## config.mk

```make
export PLATFORM = sky130hd
export DESIGN_NAME = scan_verify_output
export DESIGN_NICKNAME = d
export VERILOG_FILES = /design/src/scan_verify_pkg.sv /design/src/scan_verify_output.sv /design/src/hold_timer.sv
export SDC_FILE = /design/constraint.sdc
export NUM_CORES = 1
export LEC_CHECK = 0
export ABC_AREA = 1
export BUFFER_PORTS_ARGS = -buffer_cell sky130_fd_sc_hd__buf_2
export CORE_MARGIN = 8
export CORE_UTILIZATION = 25
export CTS_BUF_LIST = sky130_fd_sc_hd__clkbuf_2 sky130_fd_sc_hd__clkbuf_4 sky130_fd_sc_hd__clkbuf_8
export CTS_CLUSTER_SIZE = 10
export DETAILED_ROUTE_END_ITERATION = 6
export GPL_TIMING_DRIVEN = 0
export PLACE_DENSITY = 0.44
export SYNTH_ARGS = -nofsm -noshare
export SYNTH_HDL_FRONTEND = slang
export SYNTH_SLANG_ARGS = --single-unit
```

## constraint.sdc

```tcl
create_clock -name i_clock -period 8 [get_ports i_clock]
set_input_delay 0.8 -clock i_clock [delete_from_list [all_inputs] [get_ports i_clock]]
set_output_delay 0.8 -clock i_clock [all_outputs]
set_load 0.005 [all_outputs]
```

## src/scan_verify_pkg.sv

```systemverilog
// Shared constants for the scan verify output block.
// Assumes ASCII code characters and a 100 MHz system clock.
package scan_verify_pkg;
  localparam int          CLK_HZ          = 100_000_000;
  localparam int          TICK_MS         = 50;
  localparam int          TICK_CYCLES     = CLK_HZ / 1000 * TICK_MS;
  localparam int          REF_MAX         = 50;
  localparam int          REF_IDX_W       = 6;
  localparam logic [7:0]  SEP_NONE_CHAR   = 8'h4e;  // 'N'
  localparam logic [7:0]  SEP_OMIT_CHAR   = 8'h58;  // 'X'
  localparam logic [6:0]  HOLD_OFF        = 7'h00;
  localparam logic [6:0]  HOLD_TO_TRIGGER = 7'h63;  // 99
  localparam logic [7:0]  QUALITY_RESET   = 8'h00;
  localparam logic [7:0]  FAIL_RESET      = 8'h00;

  typedef enum logic [1:0] {
    VERIFY_DOWNLOAD = 2'b00,
    VERIFY_FIRST    = 2'b01,
    VERIFY_OFF      = 2'b10
  } verify_mode_type;

  typedef enum logic [1:0] {
    TX_IDLE = 2'b00,
    TX_CODE = 2'b01,
    TX_SEP  = 2'b11,
    TX_QUAL = 2'b10
  } tx_state_type;
endpackage

```

## src/scan_verify_output.sv

```systemverilog
// Output side of a bar code reader: message formatting, verifier,
// failure counter and two hold-timed outputs.
// Assumes the decoder gives one code character per cycle, ending with
// i_code_last, and pulses trigger start and end once per cycle.
`timescale 1ns/1ps
module scan_verify_output (
  input  wire logic                             i_clock,       // System clock
  input  wire logic                             i_rst_n,       // Async reset
  input  wire logic                             i_trig_start,  // Trigger cycle begins
  input  wire logic                             i_trig_end,    // Trigger cycle ends
  input  wire logic                             i_scan_valid,  // One valid scan
  input  wire logic                             i_code_valid,  // Code char present
  input  wire logic [7:0]                       i_code_char,   // Code character
  input  wire logic                             i_code_last,   // Last char of code
  input  wire logic [7:0]                       i_sep_char,    // Separator setting
  input  wire scan_verify_pkg::verify_mode_type i_mode,        // Verifier mode
  input  wire logic                             i_ref_we,      // Reference write
  input  wire logic [5:0]                       i_ref_addr,    // Reference index
  input  wire logic [7:0]                       i_ref_data,    // Reference char
  input  wire logic [5:0]                       i_ref_len,     // Reference length
  input  wire logic                             i_rts_cts,     // RTS/CTS selected
  input  wire logic [6:0]                       i_fail_hold,   // Failure hold
  input  wire logic [6:0]                       i_good_hold,   // Good hold
  input  wire logic [7:0]                       i_fail_limit,  // Consecutive limit
  output logic                                  o_tx_valid,    // Message byte valid
  output logic [7:0]                            o_tx_data,     // Message byte
  output logic                                  o_tx_quality,  // Byte is quality
  output logic                                  o_fail_output_line, // Failure out
  output logic                                  o_good_output  // Good/match out
);
  import scan_verify_pkg::*;

  typedef struct packed {
    tx_state_type         tx;
    logic                 tx_valid;
    logic [7:0]           tx_data;
    logic                 tx_quality;
    logic [7:0]           quality;
    logic [7:0]           fail_count;
    logic [24:0]          prescale;
    logic                 tick;
    logic [REF_IDX_W-1:0] idx;
    logic [REF_IDX_W-1:0] ref_len;
    logic                 have_code;
    logic                 mismatch;
    logic                 ref_ok;
    logic                 fail_fire;
    logic                 good_fire;
  } state_type;

  state_type  s_reg;
  state_type  s_next;
  logic [7:0] ref_mem_reg [REF_MAX];
  logic       fail_active;
  logic       good_active;
  logic       code_good;
  logic       first_cap;

  // Clip the reference write index so nothing beyond 50 chars exists
  function automatic logic in_ref(input logic [REF_IDX_W-1:0] a);
    return a < REF_IDX_W'(REF_MAX);
  endfunction

  assign code_good = s_reg.have_code && !s_reg.mismatch;
  // First good code of first-code mode becomes the reference
  assign first_cap = i_mode == VERIFY_FIRST && !s_reg.ref_ok;

  // Reference storage, loaded by download or by the first code read
  always_ff @(posedge i_clock) begin
    if (i_ref_we && i_mode == VERIFY_DOWNLOAD && in_ref(i_ref_addr)) begin
      ref_mem_reg[i_ref_addr] <= i_ref_data;
    end else if (first_cap && i_code_valid && in_ref(s_reg.idx)) begin
      ref_mem_reg[s_reg.idx] <= i_code_char;
    end
  end

  // Main next-state logic
  always_comb begin
    s_next           = s_reg;
    s_next.tx_valid  = 1'b0;
    s_next.fail_fire = 1'b0;
    s_next.good_fire = 1'b0;
    // Prescaler; one tick every 50 ms
    s_next.tick = 1'b0;
    if (s_reg.prescale == 25'(TICK_CYCLES - 1)) begin
      s_next.prescale = '0;
      s_next.tick     = 1'b1;
    end else begin
      s_next.prescale = s_reg.prescale + 25'h1;
    end
    if (i_mode == VERIFY_DOWNLOAD) begin
      s_next.ref_len = i_ref_len > 6'(REF_MAX) ? 6'(REF_MAX) : i_ref_len;
      s_next.ref_ok  = 1'b1;
    end else if (i_mode == VERIFY_OFF) begin
      s_next.ref_ok = 1'b0;
    end
    if (i_trig_start) begin
      s_next.quality   = QUALITY_RESET;
      s_next.have_code = 1'b0;
      s_next.mismatch  = 1'b0;
      s_next.idx       = '0;
    end else if (i_scan_valid && s_reg.quality != 8'hff) begin
      s_next.quality = s_reg.quality + 8'h01;
    end
    // Code stream: pass through and compare against reference
    if (i_code_valid) begin
      s_next.tx_valid   = 1'b1;
      s_next.tx_data    = i_code_char;
      s_next.tx_quality = 1'b0;
      s_next.tx         = TX_CODE;
      s_next.idx        = s_reg.idx + 6'h1;
      if (!first_cap && (!in_ref(s_reg.idx) || s_reg.idx >= s_reg.ref_len
          || ref_mem_reg[s_reg.idx] != i_code_char)) begin
        s_next.mismatch = 1'b1;
      end
      if (i_code_last) begin
        s_next.have_code = 1'b1;
        if (!first_cap && s_next.idx != s_reg.ref_len) begin
          s_next.mismatch = 1'b1;
        end
        if (first_cap) begin
          s_next.ref_len = in_ref(s_reg.idx) ? s_next.idx : 6'(REF_MAX);
          s_next.ref_ok  = 1'b1;
        end
        s_next.tx = TX_SEP;
      end
    end else begin
      unique case (s_reg.tx)
        TX_IDLE: begin
          s_next.tx = TX_IDLE;
        end
        TX_CODE: begin
          s_next.tx = TX_CODE;
        end
        TX_SEP: begin
          if (i_sep_char == SEP_OMIT_CHAR) begin
            s_next.tx = TX_IDLE;
          end else if (i_sep_char == SEP_NONE_CHAR) begin
            s_next.tx = TX_QUAL;
          end else begin
            s_next.tx_valid = 1'b1;
            s_next.tx_data  = i_sep_char;
            s_next.tx       = TX_QUAL;
          end
        end
        TX_QUAL: begin
          s_next.tx_valid   = 1'b1;
          s_next.tx_data    = s_reg.quality;
          s_next.tx_quality = 1'b1;
          s_next.tx         = TX_IDLE;
        end
      endcase
    end
    // End of trigger cycle: judge and fire outputs
    if (i_trig_end) begin
      if (i_mode == VERIFY_OFF ? !s_reg.have_code : !code_good) begin
        if (s_reg.fail_count != 8'hff) begin
          s_next.fail_count = s_reg.fail_count + 8'h01;
        end
        // A zero limit can never fire; any other limit fires once the count is at or above it
        if (i_fail_limit != FAIL_RESET
            && s_next.fail_count >= i_fail_limit) begin
          s_next.fail_fire = 1'b1;
        end
      end else begin
        s_next.fail_count = FAIL_RESET;
        s_next.good_fire  = i_mode != VERIFY_OFF && !i_rts_cts;
      end
    end
  end

  always_ff @(posedge i_clock or negedge i_rst_n) begin
    if (!i_rst_n) begin
      s_reg <= '0;
    end else begin
      s_reg <= s_next;
    end
  end

  // Two independent hold timers share the one prescaler tick
  hold_timer u_fail_timer (
    .i_clock  (i_clock),
    .i_rst_n  (i_rst_n),
    .i_tick   (s_reg.tick),
    .i_fire   (s_reg.fail_fire),
    .i_trig   (i_trig_start),
    .i_hold   (i_fail_hold),
    .o_active (fail_active)
  );
  hold_timer u_good_timer (
    .i_clock  (i_clock),
    .i_rst_n  (i_rst_n),
    .i_tick   (s_reg.tick),
    .i_fire   (s_reg.good_fire),
    .i_trig   (i_trig_start),
    .i_hold   (i_good_hold),
    .o_active (good_active)
  );

  assign o_tx_valid         = s_reg.tx_valid;
  assign o_tx_data          = s_reg.tx_data;
  assign o_tx_quality       = s_reg.tx_quality;
  assign o_fail_output_line = fail_active;
  assign o_good_output      = good_active;

  property p_omit_quality;
    @(posedge i_clock) disable iff (!i_rst_n)
    (s_reg.tx == TX_SEP && !i_code_valid && i_sep_char == 8'h58) |=> !o_tx_valid;
  endproperty
  a_omit_quality: assert property (p_omit_quality)
    else $error("quality sent with omit setting");

  property p_sep_then_qual;
    @(posedge i_clock) disable iff (!i_rst_n)
    (s_reg.tx == TX_SEP && !i_code_valid && i_sep_char != 8'h58 && i_sep_char != 8'h4e)
      |=> (o_tx_data == $past(i_sep_char) && !o_tx_quality);
  endproperty
  a_sep_then_qual: assert property (p_sep_then_qual)
    else $error("separator not sent");

  property p_no_sep;
    @(posedge i_clock) disable iff (!i_rst_n)
    (s_reg.tx == TX_SEP && !i_code_valid && i_sep_char == 8'h4e) |=> !o_tx_valid;
  endproperty
  a_no_sep: assert property (p_no_sep)
    else $error("separator sent with N setting");

  property p_rts_no_good;
    @(posedge i_clock) disable iff (!i_rst_n)
    i_rts_cts |=> !s_reg.good_fire;
  endproperty
  a_rts_no_good: assert property (p_rts_no_good)
    else $error("good fired under RTS/CTS");

  property p_zero_limit;
    @(posedge i_clock) disable iff (!i_rst_n)
    (i_fail_limit == 8'h00) |=> !s_reg.fail_fire;
  endproperty
  a_zero_limit: assert property (p_zero_limit)
    else $error("failure fired with zero limit");

  property p_good_clears;
    @(posedge i_clock) disable iff (!i_rst_n)
    (i_trig_end && code_good && i_mode != VERIFY_OFF) |=> s_reg.fail_count == 8'h00;
  endproperty
  a_good_clears: assert property (p_good_clears)
    else $error("failure count not cleared");

  property p_quality_count;
    @(posedge i_clock) disable iff (!i_rst_n)
    (i_scan_valid && !i_trig_start && s_reg.quality < 8'hfe)
      |=> s_reg.quality == $past(s_reg.quality) + 8'h01;
  endproperty
  a_quality_count: assert property (p_quality_count)
    else $error("quality count missed a scan");

  // Checked every cycle, so it bites long before the first 50 ms tick
  property p_tick_spacing;
    @(posedge i_clock) disable iff (!i_rst_n)
    (s_reg.prescale != 25'(TICK_CYCLES - 1))
      |=> (!s_reg.tick && s_reg.prescale == $past(s_reg.prescale) + 25'h1);
  endproperty
  a_tick_spacing: assert property (p_tick_spacing)
    else $error("ticks too close");

  c_fail: cover property (@(posedge i_clock) s_reg.fail_fire);
  c_good: cover property (@(posedge i_clock) s_reg.good_fire);
  c_qual: cover property (@(posedge i_clock) o_tx_quality);
endmodule

```

## src/hold_timer.sv

```systemverilog
// One output hold timer counting 50 ms ticks.
// Assumes a one-cycle tick pulse and a one-cycle trigger start pulse.
`timescale 1ns/1ps
module hold_timer (
  input  wire logic       i_clock,    // System clock
  input  wire logic       i_rst_n,    // Async reset, active low
  input  wire logic       i_tick,     // 50 ms tick pulse
  input  wire logic       i_fire,     // Start the hold
  input  wire logic       i_trig,     // Trigger cycle begins
  input  wire logic [6:0] i_hold,     // Hold length in ticks
  output logic            o_active    // Output held, registered
);
  import scan_verify_pkg::*;

  typedef struct packed {
    logic       active;
    logic [6:0] count;
  } state_type;

  state_type s_reg;
  state_type s_next;

  // Load on fire, count down on tick, latch for the 99 setting
  always_comb begin
    s_next = s_reg;
    if (i_trig && s_reg.count == HOLD_TO_TRIGGER) begin
      s_next.active = 1'b0;
      s_next.count  = HOLD_OFF;
    end
    if (i_fire && i_hold != HOLD_OFF) begin
      s_next.active = 1'b1;
      s_next.count  = i_hold;
    end else if (i_tick && s_reg.active && s_reg.count != HOLD_TO_TRIGGER) begin
      s_next.count = s_reg.count - 7'h01;
      if (s_reg.count == 7'h01) begin
        s_next.active = 1'b0;
      end
    end
  end

  always_ff @(posedge i_clock or negedge i_rst_n) begin
    if (!i_rst_n) begin
      s_reg <= '0;
    end else begin
      s_reg <= s_next;
    end
  end

  assign o_active = s_reg.active;

  property p_hold_zero_idle;
    @(posedge i_clock) disable iff (!i_rst_n)
    (i_fire && i_hold == 7'h00 && !s_reg.active) |=> !s_reg.active;
  endproperty
  a_hold_zero_idle: assert property (p_hold_zero_idle)
    else $error("hold of zero started the output");
endmodule

```

* Word level (Yosys, flattened, before mapping)
Memory sizes are Yosys's and may differ from the RTL's. Cells that the tools add are included.
Operators by class: add/subtract/negate cells 6, order comparisons 5, equality and inequality tests 21, muxes and demuxes 50, reductions and logical operators 42
Operator list (count):
- 8-bit 2-to-1 mux | 13
- 6-bit 2-to-1 mux | 6
- 9-bit 2-to-1 mux | 3
- 25-bit by 1-bit adder with 25-bit output, second input constant | 1
- 25-bit by 23-bit equality test with 1-bit output, second input constant | 1
- 25-bit 2-to-1 mux | 1
- 1-bit logical AND | 19
- 1-bit 2-to-1 mux | 19
- 9-bit case mux with 2 select lines | 1
- 8-bit by 1-bit adder with 8-bit output, second input constant | 2
- 8-bit by 7-bit equality test with 1-bit output, second input constant | 2
- 8-bit inequality test, second input constant | 2
- 15-bit 2-to-1 mux | 1
- 7-bit by 1-bit equality test with 1-bit output, second input constant | 2
- 7-bit equality test, second input constant | 2
- 7-bit inequality test, second input constant | 2
- 7-bit nonzero test | 2
- 7-bit by 1-bit subtractor with 7-bit output, second input constant | 2
- 6-bit < comparator, second input constant | 2
- 12-bit 2-to-1 mux | 1
- 3-bit nonzero test | 3
- 8-bit >= comparator | 1
- 2-bit 2-to-1 mux | 4
- 8-bit inequality test | 1
- other kinds (17) | 31
Word-level totals: flip-flop bits (word level) 87, RAM bits 400, bits of input ports 69, output and inout bits 12, logic and storage cells 144, memories kept 1
Memories:
- ref_mem_reg | depth 50, bits a word 8, rd ports 1, clocked after memory_dff 0, wr ports 1, RTL line scan_verify_output.sv:53 | logic [7:0] ref_mem_reg [REF_MAX];

* Longest topological paths before layout
depth after elaboration 11, gate-level depth with buffers 19

* Hierarchy
A second synthesis with hierarchy kept.
Unflattened totals: cell total of the unflattened synthesis 2224, area total of the unflattened synthesis 22172.5 µm²
Modules (own cells, without submodules):
- scan_verify_output | times used 1, cells each 2038, area an instance 20888.8 µm²
- hold_timer | times used 2, cells each 93, area an instance 641.9 µm²

* Worst setup path after synthesis
Ideal clock, no wire load.
path kind input port to flip-flop, from input i_mode[1], to memory ref_mem_reg[0][0] (data pin), arrival 3.758 ns, setup slack 3.648 ns, cell stages on the path 7, buffers on the path 2, cells stage by stage nor3_1 inv_1 nor3_4 inv_2 buf_2 clkbuf_1 o21ai_0
On the way: word-level cells in the longest chain between the ends 9
RTL lines:
- start, declared | RTL line scan_verify_output.sv:16 | input wire scan_verify_pkg::verify_mode_type i_mode,
- 2-bit by 1-bit equality test with 1-bit output | RTL line scan_verify_output.sv:66 | assign first_cap = i_mode == VERIFY_FIRST && !s_reg.ref_ok;
- 1-bit logical AND | RTL line scan_verify_output.sv:66
- 1-bit logical AND (2 in a row) | RTL line scan_verify_output.sv:72 | end else if (first_cap && i_code_valid && in_ref(s_reg.idx)) begin
- 1-bit 2-to-1 mux | RTL line scan_verify_output.sv:72
- 1-bit 2-to-1 mux (*) | RTL line scan_verify_output.sv:70 | if (i_ref_we && i_mode == VERIFY_DOWNLOAD && in_ref(i_ref_addr)) begin
- 1-bit 2-to-1 mux (not written as such) (*) | RTL line scan_verify_output.sv:73 | ref_mem_reg[s_reg.idx] <= i_code_char;
- 8-bit OR reduction (no source line) (*)
- 8-bit 2-to-1 mux (no source line) (*)
- end, declared | RTL line scan_verify_output.sv:53
Every way passes the cells marked *; elsewhere a longest branch is shown, timed or not.

* Worst setup path after layout
from register s_reg[13] (netlist bit), to memory ref_mem_reg[25][6] (enable)
On the way: word-level cells in the longest chain between the ends 7
RTL lines:
- start, declared | RTL line scan_verify_output.sv:51 | state_type s_reg;
- start signal, assigned | RTL line scan_verify_output.sv:176 | s_reg <= s_next;
- 6-bit < comparator | RTL line scan_verify_output.sv:61 | return a < REF_IDX_W'(REF_MAX);
- 1-bit logical AND | RTL line scan_verify_output.sv:72
- 1-bit 2-to-1 mux | RTL line scan_verify_output.sv:72
- 1-bit 2-to-1 mux | RTL line scan_verify_output.sv:70
- 1-bit 2-to-1 mux (not written as such) | RTL line scan_verify_output.sv:73
- 8-bit OR reduction (no source line)
- 6-bit 2-to-1 mux (no source line) or 1-bit 2-to-1 mux (tied branches)
Several ways; a longest one is shown, not always the timed one.

==> results.json <==
{
  "pwr-share-comb": 0.178,
  "seqPwrFrac": 0.446,
  "switching_share": 0.302,
  "power_density_nw_per_um2": 248,
  "grt_setup_unrepaired": "no",
  "finalCritPeriodShare": 0.486,
  "tightest_slew_ns": 1.21,
  "final_nets": 2502,
  "die_h_um": 312,
  "cts.repair.resized": 0,
  "arrival_ns": 4.17,
  "wirelength_um": 75200,
  "io_buffers": 80,
  "crit_required_ns": 8.28,
  "internal-power_w": 0.00450,
  "cts_tree": "built",
  "ys.warnings.count": 0,
  "dp_hpwl_um": 53000,
  "ctsLongestPathBuffers": 3,
  "worstPathMaxFanout": 10,
  "grtUsageTotal": 0.151,
  "die-width_um": 312,
  "drive_gt1_frac": 0.136,
  "slowest_delay_ns": 0.95,
  "dp.cells": 3472,
  "critical_path.top_delay_family": "simple AND/OR/NAND/NOR gates",
  "grt_max_degree": 47,
  "cp-endpoint": "ref_mem_reg[25][6]$_DFFE_PP_",
  "netlist_area_sq_um": 22000,
  "cp.buffers_inverters": 4,
  "drtAntennaViolNets": 0,
  "row_count": 108,
  "reg2regPathDepth": 11,
  "core_area_sq_um": 86900,
  "p_leak_nw": 10.6,
  "vias": 16600,
  "synth_top_area_frac": 0.547,
  "ctsHoldBuffers": 0,
  "ios": 81,
  "critPathLaunch": "s_reg[13]$_DFFE_PN0P_",
  "cts-root-buf": "clkbuf_8",
  "drv_slew": 0,
  "largest_reg_flops": 400,
  "crit_path_end_kind": "flop",
  "place_congestion": 0.883,
  "rr_startpoint": "s_reg[13]$_DFFE_PN0P_",
  "multi_input_area_sq_um": 6730,
  "cts-htree-levels": 3,
  "hold_viol_final": 0,
  "path_class": "reg -> reg",
  "route.detailed.drc": 0,
  "antenna_found_initial": 2,
  "ir_drop_mv": 0.101,
  "drtIter0Drc": 1601,
  "ys_types": 49,
  "outcome": "complete, no violations",
  "async_reset_ff_frac": 0.179,
  "power.total_w": 0.00644,
  "min_period_ns": 3.89,
  "fmax_mhz": 257,
  "finish.utilization": 0.299,
  "syn_inst": 2226,
  "max-cap-violations": 0,
  "clock-sinks": 487,
  "crit_chain": "buf_2, nor2_4, a21oi_2, nor3_4, inv_2, buf_2, o21ai_1, inv_1, nor2_1, nand2_1, nor2_1",
  "die_area_sq_um": 97600,
  "cp-start-kind": "flop",
  "post_cts_buffers": 0,
  "fin_skew_ns": 0.0352,
  "relSlewSlack": 0.190,
  "synth.area.top_cells": "edfxtp_1 55%, nand2_1 14%, dfrtp_1 9.9%",
  "yosysSeqAreaShare": 0.646,
  "num-fill-cells": 9064,
  "r2r_slack_ns": 4.11,
  "hold_class": "in -> async",
  "synth_nets": 2319,
  "clk_latency_ns": 0.69,
  "ys_ff_latch": 487,
  "grt_pass1_vias": 16500,
  "area_growth_pct": 18.1,
  "fin_setup_tns_ns": 0,
  "numCtsBuffers": 90,
  "synth_flop_cell": "edfxtp_1",
  "setup_ws_ns": 4.11,
  "avgSynthCellArea_sq_um": 9.87,
  "dr.pass1.iters": 6,
  "grt_pass1_wl_um": 110000,
  "pwr-share-clk": 0.376,
  "r2r_end": "ref_mem_reg[25][6]$_DFFE_PP_",
  "setup-violations-final": 0,
  "vias_per_cell": 4.58,
  "overflow": 0,
  "final_cells": 3635,
  "power.switching_w": 0.00194,
  "wl_per_cell_um": 20.7,
  "start_util": 0.253,
  "crit_path_top_delay_cell": "nor2_1",
  "dpl_worst_slack_ns": 3.98,
  "worstSetupPathDepth": 11,
  "seq_area_sq_um": 14200,
  "synth_edf_count": 400,
  "synth_top_area_cell": "edfxtp_1",
  "path_clk_slew_ns": 0.06
}
placed cells by master (no fill, tap or decap), types with 5 or more instances in the layout:
cell type  count
nand3_1      160
clkinv_1      20
nor2_2         5
a22oi_1       10
or2_2          7
buf_16         5
clkbuf_8      96
nor4_1        10
o21ai_1        7
inv_1        174
inv_2          8
buf_12         6
clkinv_2       8
dfrtp_1       87
buf_1          6
clkbuf_4      35
a21oi_1       74
ha_1          24
xnor2_1        5
o21ai_0       59
edfxtp_1     400
nor3_1        15
nor2_1       156
nand2_1      817
xor2_1        19
o211ai_1      13
o21ai_4        7
buf_2        136
nand4_1       25
buf_4         10
clkbuf_1      17
o22ai_1       15
stage by stage:
| step | hold WS, ns | instance area [sq um] |
|---|---|---|
| global route | 0.168 | 25900 |
| detailed placement | 0.459 | 24100 |
| CTS | 0.107 | 25900 |
| finish | 0.122 | 25900 |
| global placement | 0.445 | 23800 |
| floorplan | 0.433 | 22000 |
area by class of cell:
class                   instances  share of cell area
inverters                     184              0.0266
clock inverters                30             0.00796
flip-flops and latches        487               0.547
plain buffers                  89              0.0169
diodes                          2            0.000193
multi-input cells            1466               0.259
well taps                    1155              0.0557
clock buffers                 131              0.0611
repair buffers                 91              0.0255
Yosys cell counts (17+ instances only):
cell and instances:
dfrtp_1 87, nor2_1 156, inv_1 174, nand2_1 818, buf_2 57, nand4_1 25
nand3_1 160, clkbuf_1 17, o21ai_0 66, a21oi_1 74, ha_1 24, edfxtp_1 400
xor2_1 19
worst min-delay path by stage:
stage                             start                           endpoint  slack [ns]  cells past startpoint
finish                          i_rst_n              s_reg[51]$_DFFE_PN0P_        0.12                      1
global route                    i_rst_n              s_reg[51]$_DFFE_PN0P_        0.17                      1
CTS                             i_rst_n  u_fail_timer.s_reg[4]$_DFFE_PN0P_        0.11                      1
detailed placement  s_reg[18]$_DFF_PN0_                s_reg[18]$_DFF_PN0_        0.46                      1
global placement    s_reg[18]$_DFF_PN0_                s_reg[18]$_DFF_PN0_        0.45                      1
floorplan           s_reg[18]$_DFF_PN0_                s_reg[18]$_DFF_PN0_        0.43                      1
worst reg2reg max path: stages (launching register included):
cell,delay [ns]
dfrtp_1,0.38
buf_2,0.23
nor2_4,0.33
a21oi_2,0.19
nor3_4,0.31
inv_2,0.11
buf_2,0.22
o21ai_1,0.11
inv_1,0.08
nor2_1,0.22
nand2_1,0.36
nor2_1,0.95
cells by family (layout without fill, tap and decap cells):
| group | after synthesis | in the layout | share of synthesized area |
|---|---|---|---|
| fa+ha+maj | 24 | 24 | 0.0137 |
| compound gates | 207 | 207 | 0.0537 |
| flops | 487 | 487 | 0.646 |
| other cells | 0 | 2 | 0 |
| xor+xnor | 24 | 24 | 0.00957 |
| buf+inv | 273 | 525 | 0.0514 |
| simple gates | 1211 | 1211 | 0.226 |
power by group through the flow:
stage / sequential [W] / clock [W] / combinational [W]
final: 0.00287 / 0.00242 / 0.00115
after global routing: 0.00288 / 0.00258 / 0.00125
after CTS: 0.00287 / 0.00248 / 0.00114
after detailed placement: 0.00292 / 0 / 0.00114
after global placement: 0.00294 / 0 / 0.00110
after floorplan: 0.00292 / 0 / 0.000639
layer usage:
metal / global-route usage / wire length (um) / vias to the layer above
li1: - / - / 7835
met1: 0.206 / 33900 / 8010
met2: 0.227 / 32400 / 639
met3: 0.0339 / 5690 / 147
met4: 0.0683 / 3120 / 2
met5: 0 / 12 / -
No activity file was read; power rests on OpenSTA's default activity.
